## config.mk

```make
export PLATFORM = sky130hd
export DESIGN_NAME = status_output_pin_select
export DESIGN_NICKNAME = d
export VERILOG_FILES = /design/src/verilog/pin_select_pkg.sv /design/src/verilog/status_output_pin_select.sv
export SDC_FILE = /design/constraint.sdc
export NUM_CORES = 1
export LEC_CHECK = 0
export ABC_AREA = 1
export BUFFER_PORTS_ARGS = -buffer_cell sky130_fd_sc_hd__buf_2
export CAP_MARGIN = 0
export CORE_MARGIN = 2
export CORE_UTILIZATION = 60
export CTS_BUF_LIST = sky130_fd_sc_hd__clkbuf_4
export DETAILED_ROUTE_END_ITERATION = 7
export PLACE_DENSITY = 0.88
export SKIP_CTS_REPAIR_TIMING = 1
export SYNTH_ARGS = -nofsm -noshare
export SYNTH_HDL_FRONTEND = slang
export SYNTH_SLANG_ARGS = --single-unit
```

## constraint.sdc

```tcl
create_clock -name SYS_CLK -period 6.5 [get_ports SYS_CLK]
set_input_delay 0.975 -clock SYS_CLK [delete_from_list [all_inputs] [get_ports SYS_CLK]]
set_output_delay 0.975 -clock SYS_CLK [all_outputs]
set_load 0.01 [all_outputs]
```

## src/verilog/pin_select_pkg.sv

```systemverilog
// Purpose: Shared constants and types for the status output pin selector.
// Assumes: APB slave with 32-bit data, one word per register.
// Notes:   Pin configuration is {analog_enable, invert, select[5:0]}.
package pin_select_pkg;

   // ==========================================================
   // Register map (byte addresses)
   localparam logic [7:0] PIN_A_CONFIG_ADDR = 8'h00;
   localparam logic [7:0] PIN_B_CONFIG_ADDR = 8'h04;
   localparam logic [7:0] PIN_C_CONFIG_ADDR = 8'h08;
   localparam logic [7:0] LEVELS_ADDR       = 8'h0C;
   localparam logic [7:0] STATUS_ADDR       = 8'h10;

   // ==========================================================
   // Configuration field layout
   localparam int CFG_SEL_MSB    = 5;
   localparam int CFG_INVERT_BIT = 6;
   localparam int CFG_ANALOG_BIT = 7;

   // ==========================================================
   // Reset values: pin a clocks the host, pin b leaves the bus alone
   localparam logic [7:0] PIN_A_CONFIG_RESET = 8'h3F;
   localparam logic [7:0] PIN_B_CONFIG_RESET = 8'h2E;
   localparam logic [7:0] PIN_C_CONFIG_RESET = 8'h2E;
   localparam logic [22:0] LEVELS_RESET      = 23'h000000;

   // ==========================================================
   // Levels register fields
   localparam int LV_CCA_LSB  = 0;
   localparam int LV_CS_LSB   = 8;
   localparam int LV_MODE_LSB = 16;
   localparam int LV_PQT_LSB  = 18;

   // ==========================================================
   // Selection codes
   localparam logic [5:0] SEL_RX_THRESH   = 6'h00;
   localparam logic [5:0] SEL_RX_EOP      = 6'h01;
   localparam logic [5:0] SEL_TX_THRESH   = 6'h02;
   localparam logic [5:0] SEL_TX_FULL     = 6'h03;
   localparam logic [5:0] SEL_RX_OVERFLOW = 6'h04;
   localparam logic [5:0] SEL_TX_UNDERFL  = 6'h05;
   localparam logic [5:0] SEL_SYNC_WORD   = 6'h06;
   localparam logic [5:0] SEL_CRC_PACKET  = 6'h07;
   localparam logic [5:0] SEL_PREAMBLE_Q  = 6'h08;
   localparam logic [5:0] SEL_CLEAR_CHAN  = 6'h09;
   localparam logic [5:0] SEL_PLL_LOCK    = 6'h0A;
   localparam logic [5:0] SEL_SERIAL_CLK  = 6'h0B;
   localparam logic [5:0] SEL_SYNC_DATA   = 6'h0C;
   localparam logic [5:0] SEL_ASYNC_DATA  = 6'h0D;
   localparam logic [5:0] SEL_CARRIER     = 6'h0E;
   localparam logic [5:0] SEL_CRC_MATCH   = 6'h0F;
   localparam logic [5:0] SEL_SLEEP_LIMIT = 6'h20;
   localparam logic [5:0] SEL_HIGH_Z      = 6'h2E;
   localparam logic [5:0] SEL_CRYSTAL_OSC_DIV    = 6'h3F;

   // ==========================================================
   // Clock divider: crystal_osc / 192, toggled every half period
   localparam int            CRYSTAL_OSC_DIVIDE = 192;
   localparam logic [7:0]    DIV_HALF    = 8'(CRYSTAL_OSC_DIVIDE / 2 - 1);

   // ==========================================================
   // Sticky flag indices
   localparam int FL_RX_EOP    = 0;
   localparam int FL_TX_FULL   = 1;
   localparam int FL_RX_OVF    = 2;
   localparam int FL_TX_UNF    = 3;
   localparam int FL_SYNC      = 4;
   localparam int FL_CRC_PKT   = 5;
   localparam int FL_CRC_MATCH = 6;
   localparam int FLAG_COUNT   = 7;

   // Clear channel modes
   localparam logic [1:0] CCA_ALWAYS    = 2'h0;
   localparam logic [1:0] CCA_RSSI      = 2'h1;
   localparam logic [1:0] CCA_NOT_RX    = 2'h2;

   // Radio core status carried into the selector
   typedef struct packed {
      logic       rx_at_thresh;
      logic       rx_empty;
      logic       end_of_packet;
      logic       tx_at_thresh;
      logic       tx_full;
      logic       rx_overflow;
      logic       rx_flush;
      logic       tx_underflow;
      logic       tx_flush;
      logic       sync_word;
      logic       packet_end;
      logic       addr_fail;
      logic       crc_ok_packet;
      logic       rx_first_read;
      logic       crc_match;
      logic       rx_entry;
      logic       receiving;
      logic       pll_lock;
      logic       serial_clk;
      logic       sync_data;
      logic       async_data;
      logic [7:0] rssi;
      logic [4:0] preamble_quality;
   } radio_status_t;

endpackage

```

## src/verilog/status_output_pin_select.sv

```systemverilog
// Purpose: Selects one internal radio signal onto each of three output pins.
// Assumes: RADIO inputs are synchronous to SYS_CLK (the crystal clock).
// Notes:   Registers over APB; pins are split into data and output enable.
//
// Functional notes
// - Each pin picks its own signal independently
// - Pin b valid only while chip select high
// - Pin b high impedance after reset
// - Pin a outputs crystal clock / 192 after reset
// - Config 0x80 on pin a routes temperature sensor
// - Codes below 0x20 forced in sleep until ready
// - Codes 0x20 and above keep working in sleep
// - Code 0x2E is high impedance always
// - 0x00: receive FIFO at or above threshold
// - 0x01: threshold or packet end, until empty
// - 0x02: transmit FIFO at or above threshold
// - 0x04: receive overflow held until flush
// - 0x05: transmit underflow held until flush
// - 0x06: sync word until packet end or abort
// - 0x07: checksum good until first byte read
// - 0x08: preamble quality above threshold
// - 0x09: clear channel per mode setting
// - 0x0A: synthesizer lock detector output
// - 0x0B: synchronous serial clock output
// - 0x0C/0x0D: synchronous or asynchronous receive data
// - 0x0E: carrier sense above threshold
// - 0x0F: last checksum matched, cleared on receive
`timescale 1ns/1ps
module status_output_pin_select
   import pin_select_pkg::*;
(
   // Clock and reset
   input  wire logic          SYS_CLK,
   input  wire logic          RESET,
   // APB slave
   input  wire logic          PSEL,
   input  wire logic          PENABLE,
   input  wire logic          PWRITE,
   input  wire logic [7:0]    PADDR,
   input  wire logic [31:0]   PWDATA,
   output logic               PREADY,
   output logic [31:0]        PRDATA,
   output logic               PSLVERR,
   // Radio core state
   input  wire radio_status_t RADIO,
   input  wire logic          SLEEP,
   input  wire logic          CHIP_READY_N,
   input  wire logic          SERIAL_CHIP_SELECT_N,
   // Output pins
   output logic               GP_OUT_PIN_A_O,
   output logic               GP_OUT_PIN_A_OE,
   output logic               GP_OUT_PIN_B_O,
   output logic               GP_OUT_PIN_B_OE,
   output logic               GP_OUT_PIN_C_O,
   output logic               GP_OUT_PIN_C_OE,
   output logic               TEMP_SENSOR_EN
);

   // ==========================================================
   // Registers and state
   logic [7:0]            pin_config [3];
   logic [22:0]           levels;
   logic [FLAG_COUNT-1:0] flags;
   logic [FLAG_COUNT-1:0] next_flags;
   logic [7:0]            div_count;
   logic                  div_clk;
   logic                  sleep_hold;
   logic [2:0]            pin_out;
   logic [2:0]            pin_oe;
   logic [2:0]            raw;
   logic [2:0]            next_out;
   logic [2:0]            next_oe;

   // ==========================================================
   // Bus decode
   wire       access  = PSEL && PENABLE;
   wire       commit  = access && PREADY;
   wire       do_wr   = commit && PWRITE;
   wire       hit_a   = (PADDR == PIN_A_CONFIG_ADDR);
   wire       hit_b   = (PADDR == PIN_B_CONFIG_ADDR);
   wire       hit_c   = (PADDR == PIN_C_CONFIG_ADDR);
   wire       hit_lv  = (PADDR == LEVELS_ADDR);
   wire       hit_st  = (PADDR == STATUS_ADDR);
   wire       mapped  = hit_a || hit_b || hit_c || hit_lv || hit_st;

   wire [7:0] cca_thr  = levels[LV_CCA_LSB +: 8];
   wire [7:0] cs_thr   = levels[LV_CS_LSB +: 8];
   wire [1:0] clear_channel_mode = levels[LV_MODE_LSB +: 2];
   wire [4:0] pq_thr   = levels[LV_PQT_LSB +: 5];

   // Status word: pin levels, enables, sleep hold and sticky flags
   wire [31:0] status_word = {17'h00000, flags, 1'b0, sleep_hold,
                              pin_oe, pin_out};

   wire [31:0] read_word =
      hit_a  ? {24'h000000, pin_config[0]} :
      hit_b  ? {24'h000000, pin_config[1]} :
      hit_c  ? {24'h000000, pin_config[2]} :
      hit_lv ? {9'h000, levels} :
      hit_st ? status_word : 32'h00000000;

   // APB answer one cycle into the access phase; registered outputs
   always_ff @(posedge SYS_CLK) begin
      if (RESET || !access || PREADY) begin
         PREADY  <= 1'b0;
         PRDATA  <= 32'h00000000;
         PSLVERR <= 1'b0;
      end else begin
         PREADY  <= 1'b1;
         PRDATA  <= PWRITE ? 32'h00000000 : read_word;
         PSLVERR <= !mapped;
      end
   end

   // Register writes take effect at the edge where PREADY is sampled
   always_ff @(posedge SYS_CLK) begin
      if (RESET) begin
         pin_config[0] <= PIN_A_CONFIG_RESET;
         pin_config[1] <= PIN_B_CONFIG_RESET;
         pin_config[2] <= PIN_C_CONFIG_RESET;
         levels        <= LEVELS_RESET;
      end else if (do_wr) begin
         if (hit_a)
            pin_config[0] <= PWDATA[7:0];
         if (hit_b)
            pin_config[1] <= PWDATA[7:0];
         if (hit_c)
            pin_config[2] <= PWDATA[7:0];
         if (hit_lv)
            levels <= PWDATA[22:0];
      end
   end

   // ==========================================================
   // Sticky event flags; a set in the same cycle as a clear wins
   assign next_flags[FL_RX_EOP] =
      (RADIO.rx_at_thresh || RADIO.end_of_packet) ||
      (flags[FL_RX_EOP] && !RADIO.rx_empty);
   assign next_flags[FL_TX_FULL] = RADIO.tx_full ||
      (flags[FL_TX_FULL] && RADIO.tx_at_thresh);
   assign next_flags[FL_RX_OVF] = RADIO.rx_overflow ||
      (flags[FL_RX_OVF] && !RADIO.rx_flush);
   assign next_flags[FL_TX_UNF] = RADIO.tx_underflow ||
      (flags[FL_TX_UNF] && !RADIO.tx_flush);
   assign next_flags[FL_SYNC] = RADIO.sync_word ||
      (flags[FL_SYNC] && !(RADIO.packet_end || RADIO.addr_fail ||
       RADIO.rx_overflow || RADIO.tx_underflow));
   assign next_flags[FL_CRC_PKT] = RADIO.crc_ok_packet ||
      (flags[FL_CRC_PKT] && !RADIO.rx_first_read);
   // A fresh comparison result beats the receive-entry clear
   assign next_flags[FL_CRC_MATCH] = RADIO.crc_match ||
      (flags[FL_CRC_MATCH] && !RADIO.rx_entry);

   always_ff @(posedge SYS_CLK) begin
      if (RESET)
         flags <= '0;
      else
         flags <= next_flags;
   end

   // ==========================================================
   // Crystal clock divider: toggle every 96 cycles for /192
   always_ff @(posedge SYS_CLK) begin
      if (RESET) begin
         div_count <= 8'h00;
         div_clk   <= 1'b0;
      end else if (div_count == DIV_HALF) begin
         div_count <= 8'h00;
         div_clk   <= !div_clk;
      end else begin
         div_count <= div_count + 8'h01;
      end
   end

   // Sleep forcing is held until the chip reports ready again
   always_ff @(posedge SYS_CLK) begin
      if (RESET)
         sleep_hold <= 1'b0;
      else if (SLEEP)
         sleep_hold <= 1'b1;
      else if (!CHIP_READY_N)
         sleep_hold <= 1'b0;
   end

   // ==========================================================
   // Clear channel: rssi below threshold, qualified by mode
   wire rssi_low  = (RADIO.rssi < cca_thr);
   wire clear_ch  = (clear_channel_mode == CCA_ALWAYS) ? 1'b1 :
                    (clear_channel_mode == CCA_RSSI)   ? rssi_low :
                    (clear_channel_mode == CCA_NOT_RX) ? !RADIO.receiving :
                    (rssi_low && !RADIO.receiving);

   // Signal chosen by one selection code; unlisted codes drive low
   function automatic logic pick(input logic [5:0] sel);
      logic r;
      r = 1'b0;
      case (sel)
         SEL_RX_THRESH:   r = RADIO.rx_at_thresh;
         SEL_RX_EOP:      r = flags[FL_RX_EOP];
         SEL_TX_THRESH:   r = RADIO.tx_at_thresh;
         SEL_TX_FULL:     r = flags[FL_TX_FULL];
         SEL_RX_OVERFLOW: r = flags[FL_RX_OVF];
         SEL_TX_UNDERFL:  r = flags[FL_TX_UNF];
         SEL_SYNC_WORD:   r = flags[FL_SYNC];
         SEL_CRC_PACKET:  r = flags[FL_CRC_PKT];
         SEL_PREAMBLE_Q:
            r = (RADIO.preamble_quality > pq_thr);
         SEL_CLEAR_CHAN:  r = clear_ch;
         SEL_PLL_LOCK:    r = RADIO.pll_lock;
         SEL_SERIAL_CLK:  r = RADIO.serial_clk;
         SEL_SYNC_DATA:   r = RADIO.sync_data;
         SEL_ASYNC_DATA:  r = RADIO.async_data;
         SEL_CARRIER:     r = (RADIO.rssi > cs_thr);
         SEL_CRC_MATCH:   r = flags[FL_CRC_MATCH];
         SEL_CRYSTAL_OSC_DIV:    r = div_clk;
         default:         r = 1'b0;
      endcase
      return r;
   endfunction

   // Process form: reads of flags and radio inside pick count as inputs,
   // whereas a continuous call would only wake up when sel moves
   always_comb begin
      for (int k = 0; k < 3; k++)
         raw[k] = pick(pin_config[k][CFG_SEL_MSB:0]);
   end

   // ==========================================================
   // Per-pin selection, inversion, sleep forcing and enable
   for (genvar i = 0; i < 3; i++) begin : g_pin
      wire [5:0] sel    = pin_config[i][CFG_SEL_MSB:0];
      wire       inv    = pin_config[i][CFG_INVERT_BIT];
      wire       analog = (i == 0) && pin_config[i][CFG_ANALOG_BIT];
      // Pin b idles at the complement so the shared data line rests high
      wire       forced = sleep_hold && (sel < SEL_SLEEP_LIMIT);
      wire       rest   = (i == 1) ? !inv : inv;
      // Pin b gives the line to the serial port while selected
      wire       bus_on = (i != 1) || SERIAL_CHIP_SELECT_N;

      assign next_out[i] = forced ? rest : (raw[i] ^ inv);
      // Codes at 0x20 and up never see the forcing term
      assign next_oe[i]  = (sel != SEL_HIGH_Z) && !analog &&
                           bus_on;
   end

   // Pins and sensor enable are registered for clean edges
   always_ff @(posedge SYS_CLK) begin
      if (RESET) begin
         pin_out        <= 3'h0;
         pin_oe         <= 3'h0;
         TEMP_SENSOR_EN <= 1'b0;
      end else begin
         pin_out        <= next_out;
         pin_oe         <= next_oe;
         TEMP_SENSOR_EN <= pin_config[0][CFG_ANALOG_BIT];
      end
   end

   assign GP_OUT_PIN_A_O  = pin_out[0];
   assign GP_OUT_PIN_A_OE = pin_oe[0];
   assign GP_OUT_PIN_B_O  = pin_out[1];
   assign GP_OUT_PIN_B_OE = pin_oe[1];
   assign GP_OUT_PIN_C_O  = pin_out[2];
   assign GP_OUT_PIN_C_OE = pin_oe[2];

   wire [5:0] sel_a = pin_config[0][CFG_SEL_MSB:0];
   wire       inv_a = pin_config[0][CFG_INVERT_BIT];
endmodule

```

==> results.toml <==
[routing]
drtAntennaViolNets = 0
vias = 5059
firstDrtPassIters = 5
avgViaCountPerCell = 5.58
wl_per_cell_um = 15.9
wirelength_um = 14500
drt-initial-drc-count = 397
drc_errors = 0

[synthesis]
synth_fa_ha_area_frac = 0.0514
yosysSeqAreaShare = 0.423
syn_area_mm2 = 0.00511
muxShareOfSynthArea = 0
yosys.area_share.simple = 0.295
synth-compound-area-share = 0.119
synth_cells = 697
synth_cell_types = 36
synth-xor-area-share = 0.00342
synth_top_family_by_area = "simple AND/OR/NAND/NOR gates"
yosysWarnings = 0
avgSynthCellArea_um2 = 7.34
synth_edf_count = 24
synth_top_flop_cell = "dfxtp_1"
ys_ff_latch = 96
async_flop_share = 0

[sta]
tns_ps = 0
fmax_mhz = 349
fin_skew_ps = 23.4
hold_viol = 0
period_share = 0.441
post-route-min-period_ps = 2860
rsz0062_at_grt = "no"
timing.slew.headroom = 0.184
finalSetupViolCount = 0
worst_pin_slew_ps = 1210
slew_viol_final = 0

[floorplan]
initial_core_util = 0.619
design.portCount = 123
core_mm2 = 0.00826
rows = 33
fp.dieArea_mm2 = 0.00928
die_y_um = 96.3
die-width_um = 96.3

[power]
ir_drop_uv = 205
leakagePower_nw = 2.69
powerDensity_mw_per_mm2 = 176
finalPower_mw = 1.02

[critical_path]
worstSetupEndpointType = "flip-flop"
path_class = "in2reg"
critPathLaunchType = "primary input"
arrival_ps = 2930
timing.rr.start = "pin_config[0][20]"
ff2ff_setup_slack_ps = 4420
required_ps = 6570
regToRegEndpoint = "pin_out[2]"
crit_fanout = 8
ff2ff_path_depth = 10

[min_path]
hold_end = "PRDATA[17]"
hp-start = "levels[17]"
holdPathStages = 2
min_path_type = "reg2reg"

[global_routing]
grt_start_max_net_pins = 37
grt_pass1_vias = 4699
grt_pass1_wl_um = 22400
grt_usage = 0.322
antenna_found_initial = 0
grt_overflow = 0

[clock_tree]
cts.htree.levels = 3
cts.sinks = 96
clock_tree.root_cell = "clkbuf_4"
clockBufferDepth = 2
clkSlewWorstSetupHoldPaths_ps = 160
clk_latency_ps = 450
cts_tree = "built"
cts_buffers = 9

[place]
io_buffers = 104
placed_cell_area_mm2 = 0.00567
globalplace.congestion = 0.947
dp_cells = 891
place_hpwl_um = 11400

[layout]
syn2layout_area_growth_pct = 13.2
multi_input_area_mm2 = 0.00243
finalNonFillerCells = 907
final_core_util = 0.701
nFillCells = 695
post_route_cells_drive_above_1_share = 0.176
diodes = 0
fin_area_mm2 = 0.00579
regArea_mm2 = 0.00216
layout.nets = 900

[run]
cap_violations = 0

[run_status]
status = "complete, no violations"
==> sequential cells by signal (all words and copies together), names as in the netlist <==
| signal | cells |
|---|---|
| pin_oe | 3 |
| PREADY | 1 |
| pin_config | 24 |
| flags | 7 |
| div_count | 8 |
| TEMP_SENSOR_EN | 1 |
| sleep_hold | 1 |
| levels | 23 |
| PSLVERR | 1 |
| PRDATA | 23 |
| div_clk | 1 |
| pin_out | 3 |
==> layout by cell type (no fill, tap or decap), types with 2 or more instances in the layout <==
cell      Yosys  routed
a211oi_2      7       7
a21oi_1      39      39
buf_2         6     104
buf_4        11       2
clkbuf_4      0       9
conb_1        1       9
dfxtp_1      72      72
edfxtp_1     24      24
ha_1         21      21
inv_1       109     109
inv_6         0       2
nand2_1     114     114
nand2_2       3       3
nand3_1      63      63
nand4_1      19      19
nor2_1      110     110
nor2_2        5       5
nor3_1       14      14
nor3_4        2       2
nor3b_1       2       2
nor4_1        4       4
o211ai_1      6       6
o21ai_0      33      33
o21ai_1       5       5
o22ai_1       7       7
xor2_1        2       2
==> routing by layer <==
metal	up-vias	wire [um]	GRT usage
met5	-	0	0
met4	0	425	0.123
met3	40	1190	0.0446
met2	252	6870	0.553
met1	2299	5970	0.409
li1	2468	-	-
==> synthesized netlist by cell type (2+ instances only) <==
library cell,instances,area share
nand2_1,114,0.084
nor2_1,110,0.081
inv_1,109,0.080
dfxtp_1,72,0.28
nand3_1,63,0.062
a21oi_1,39,0.038
o21ai_0,33,0.032
edfxtp_1,24,0.14
ha_1,21,0.051
nand4_1,19,0.023
nor3_1,14,0.014
buf_4,11,0.016
a211oi_2,7,0.017
clkbuf_1,7,0.0051
o22ai_1,7,0.0086
buf_2,6,0.0059
o211ai_1,6,0.0088
nor2_2,5,0.0061
o21ai_1,5,0.0049
nor4_1,4,0.0049
nand2_2,3,0.0037
nor3_4,2,0.0064
nor3b_1,2,0.0029
xor2_1,2,0.0034
==> report_power, final <==
part | internal, mW | total (mW) | switching, mW
Sequential | 0.621 | 0.631 | 0.00984
Clock | 0.0827 | 0.300 | 0.218
Combinational | 0.0332 | 0.0893 | 0.0560
==> worst max-delay path by stage <==
stage	start	depth (start not counted)	to
floorplan	PADDR[7]	8	pin_config[0][0]
global placement	PADDR[7]	8	pin_config[0][9]
detailed placement	PADDR[7]	8	pin_config[0][15]
CTS	PADDR[7]	8	pin_config[0][12]
global route	PADDR[7]	8	pin_config[0][12]
finish	PADDR[7]	8	pin_config[0][12]
==> logic make-up after synthesis <==
group,Yosys count
adders and majority gates,21
buffers and inverters,134
AOI/OAI and AO/OA,103
other,1
and+or+nand+nor,340
DFF,96
xor gates and xnor gates,2
==> per-stage QoR <==
stage / hold WS, ps / setup WS (ps)
final: 458 / 3640
after global routing: 476 / 3490
after CTS: 459 / 3670
after detailed placement: 438 / 3200
after global placement: 426 / 3310
after floorplan: 418 / 3730
==> layout make-up <==
class,count,share of cell area
clock buffers,9,0.0117
flip-flops and latches,96,0.374
clock inverters,7,0.00886
inverters,109,0.0707
repair buffers,106,0.0925
well taps,105,0.0227
multi-input cells,475,0.420
==> critical path: stages <==
cell     delay, ps
buf_2           90
nor2_1          90
nand2_1        100
nor2_4         160
nand2_1        130
nor3_4         310
inv_1          150
o21ai_0        920
(Power assumes the default switching activity.)
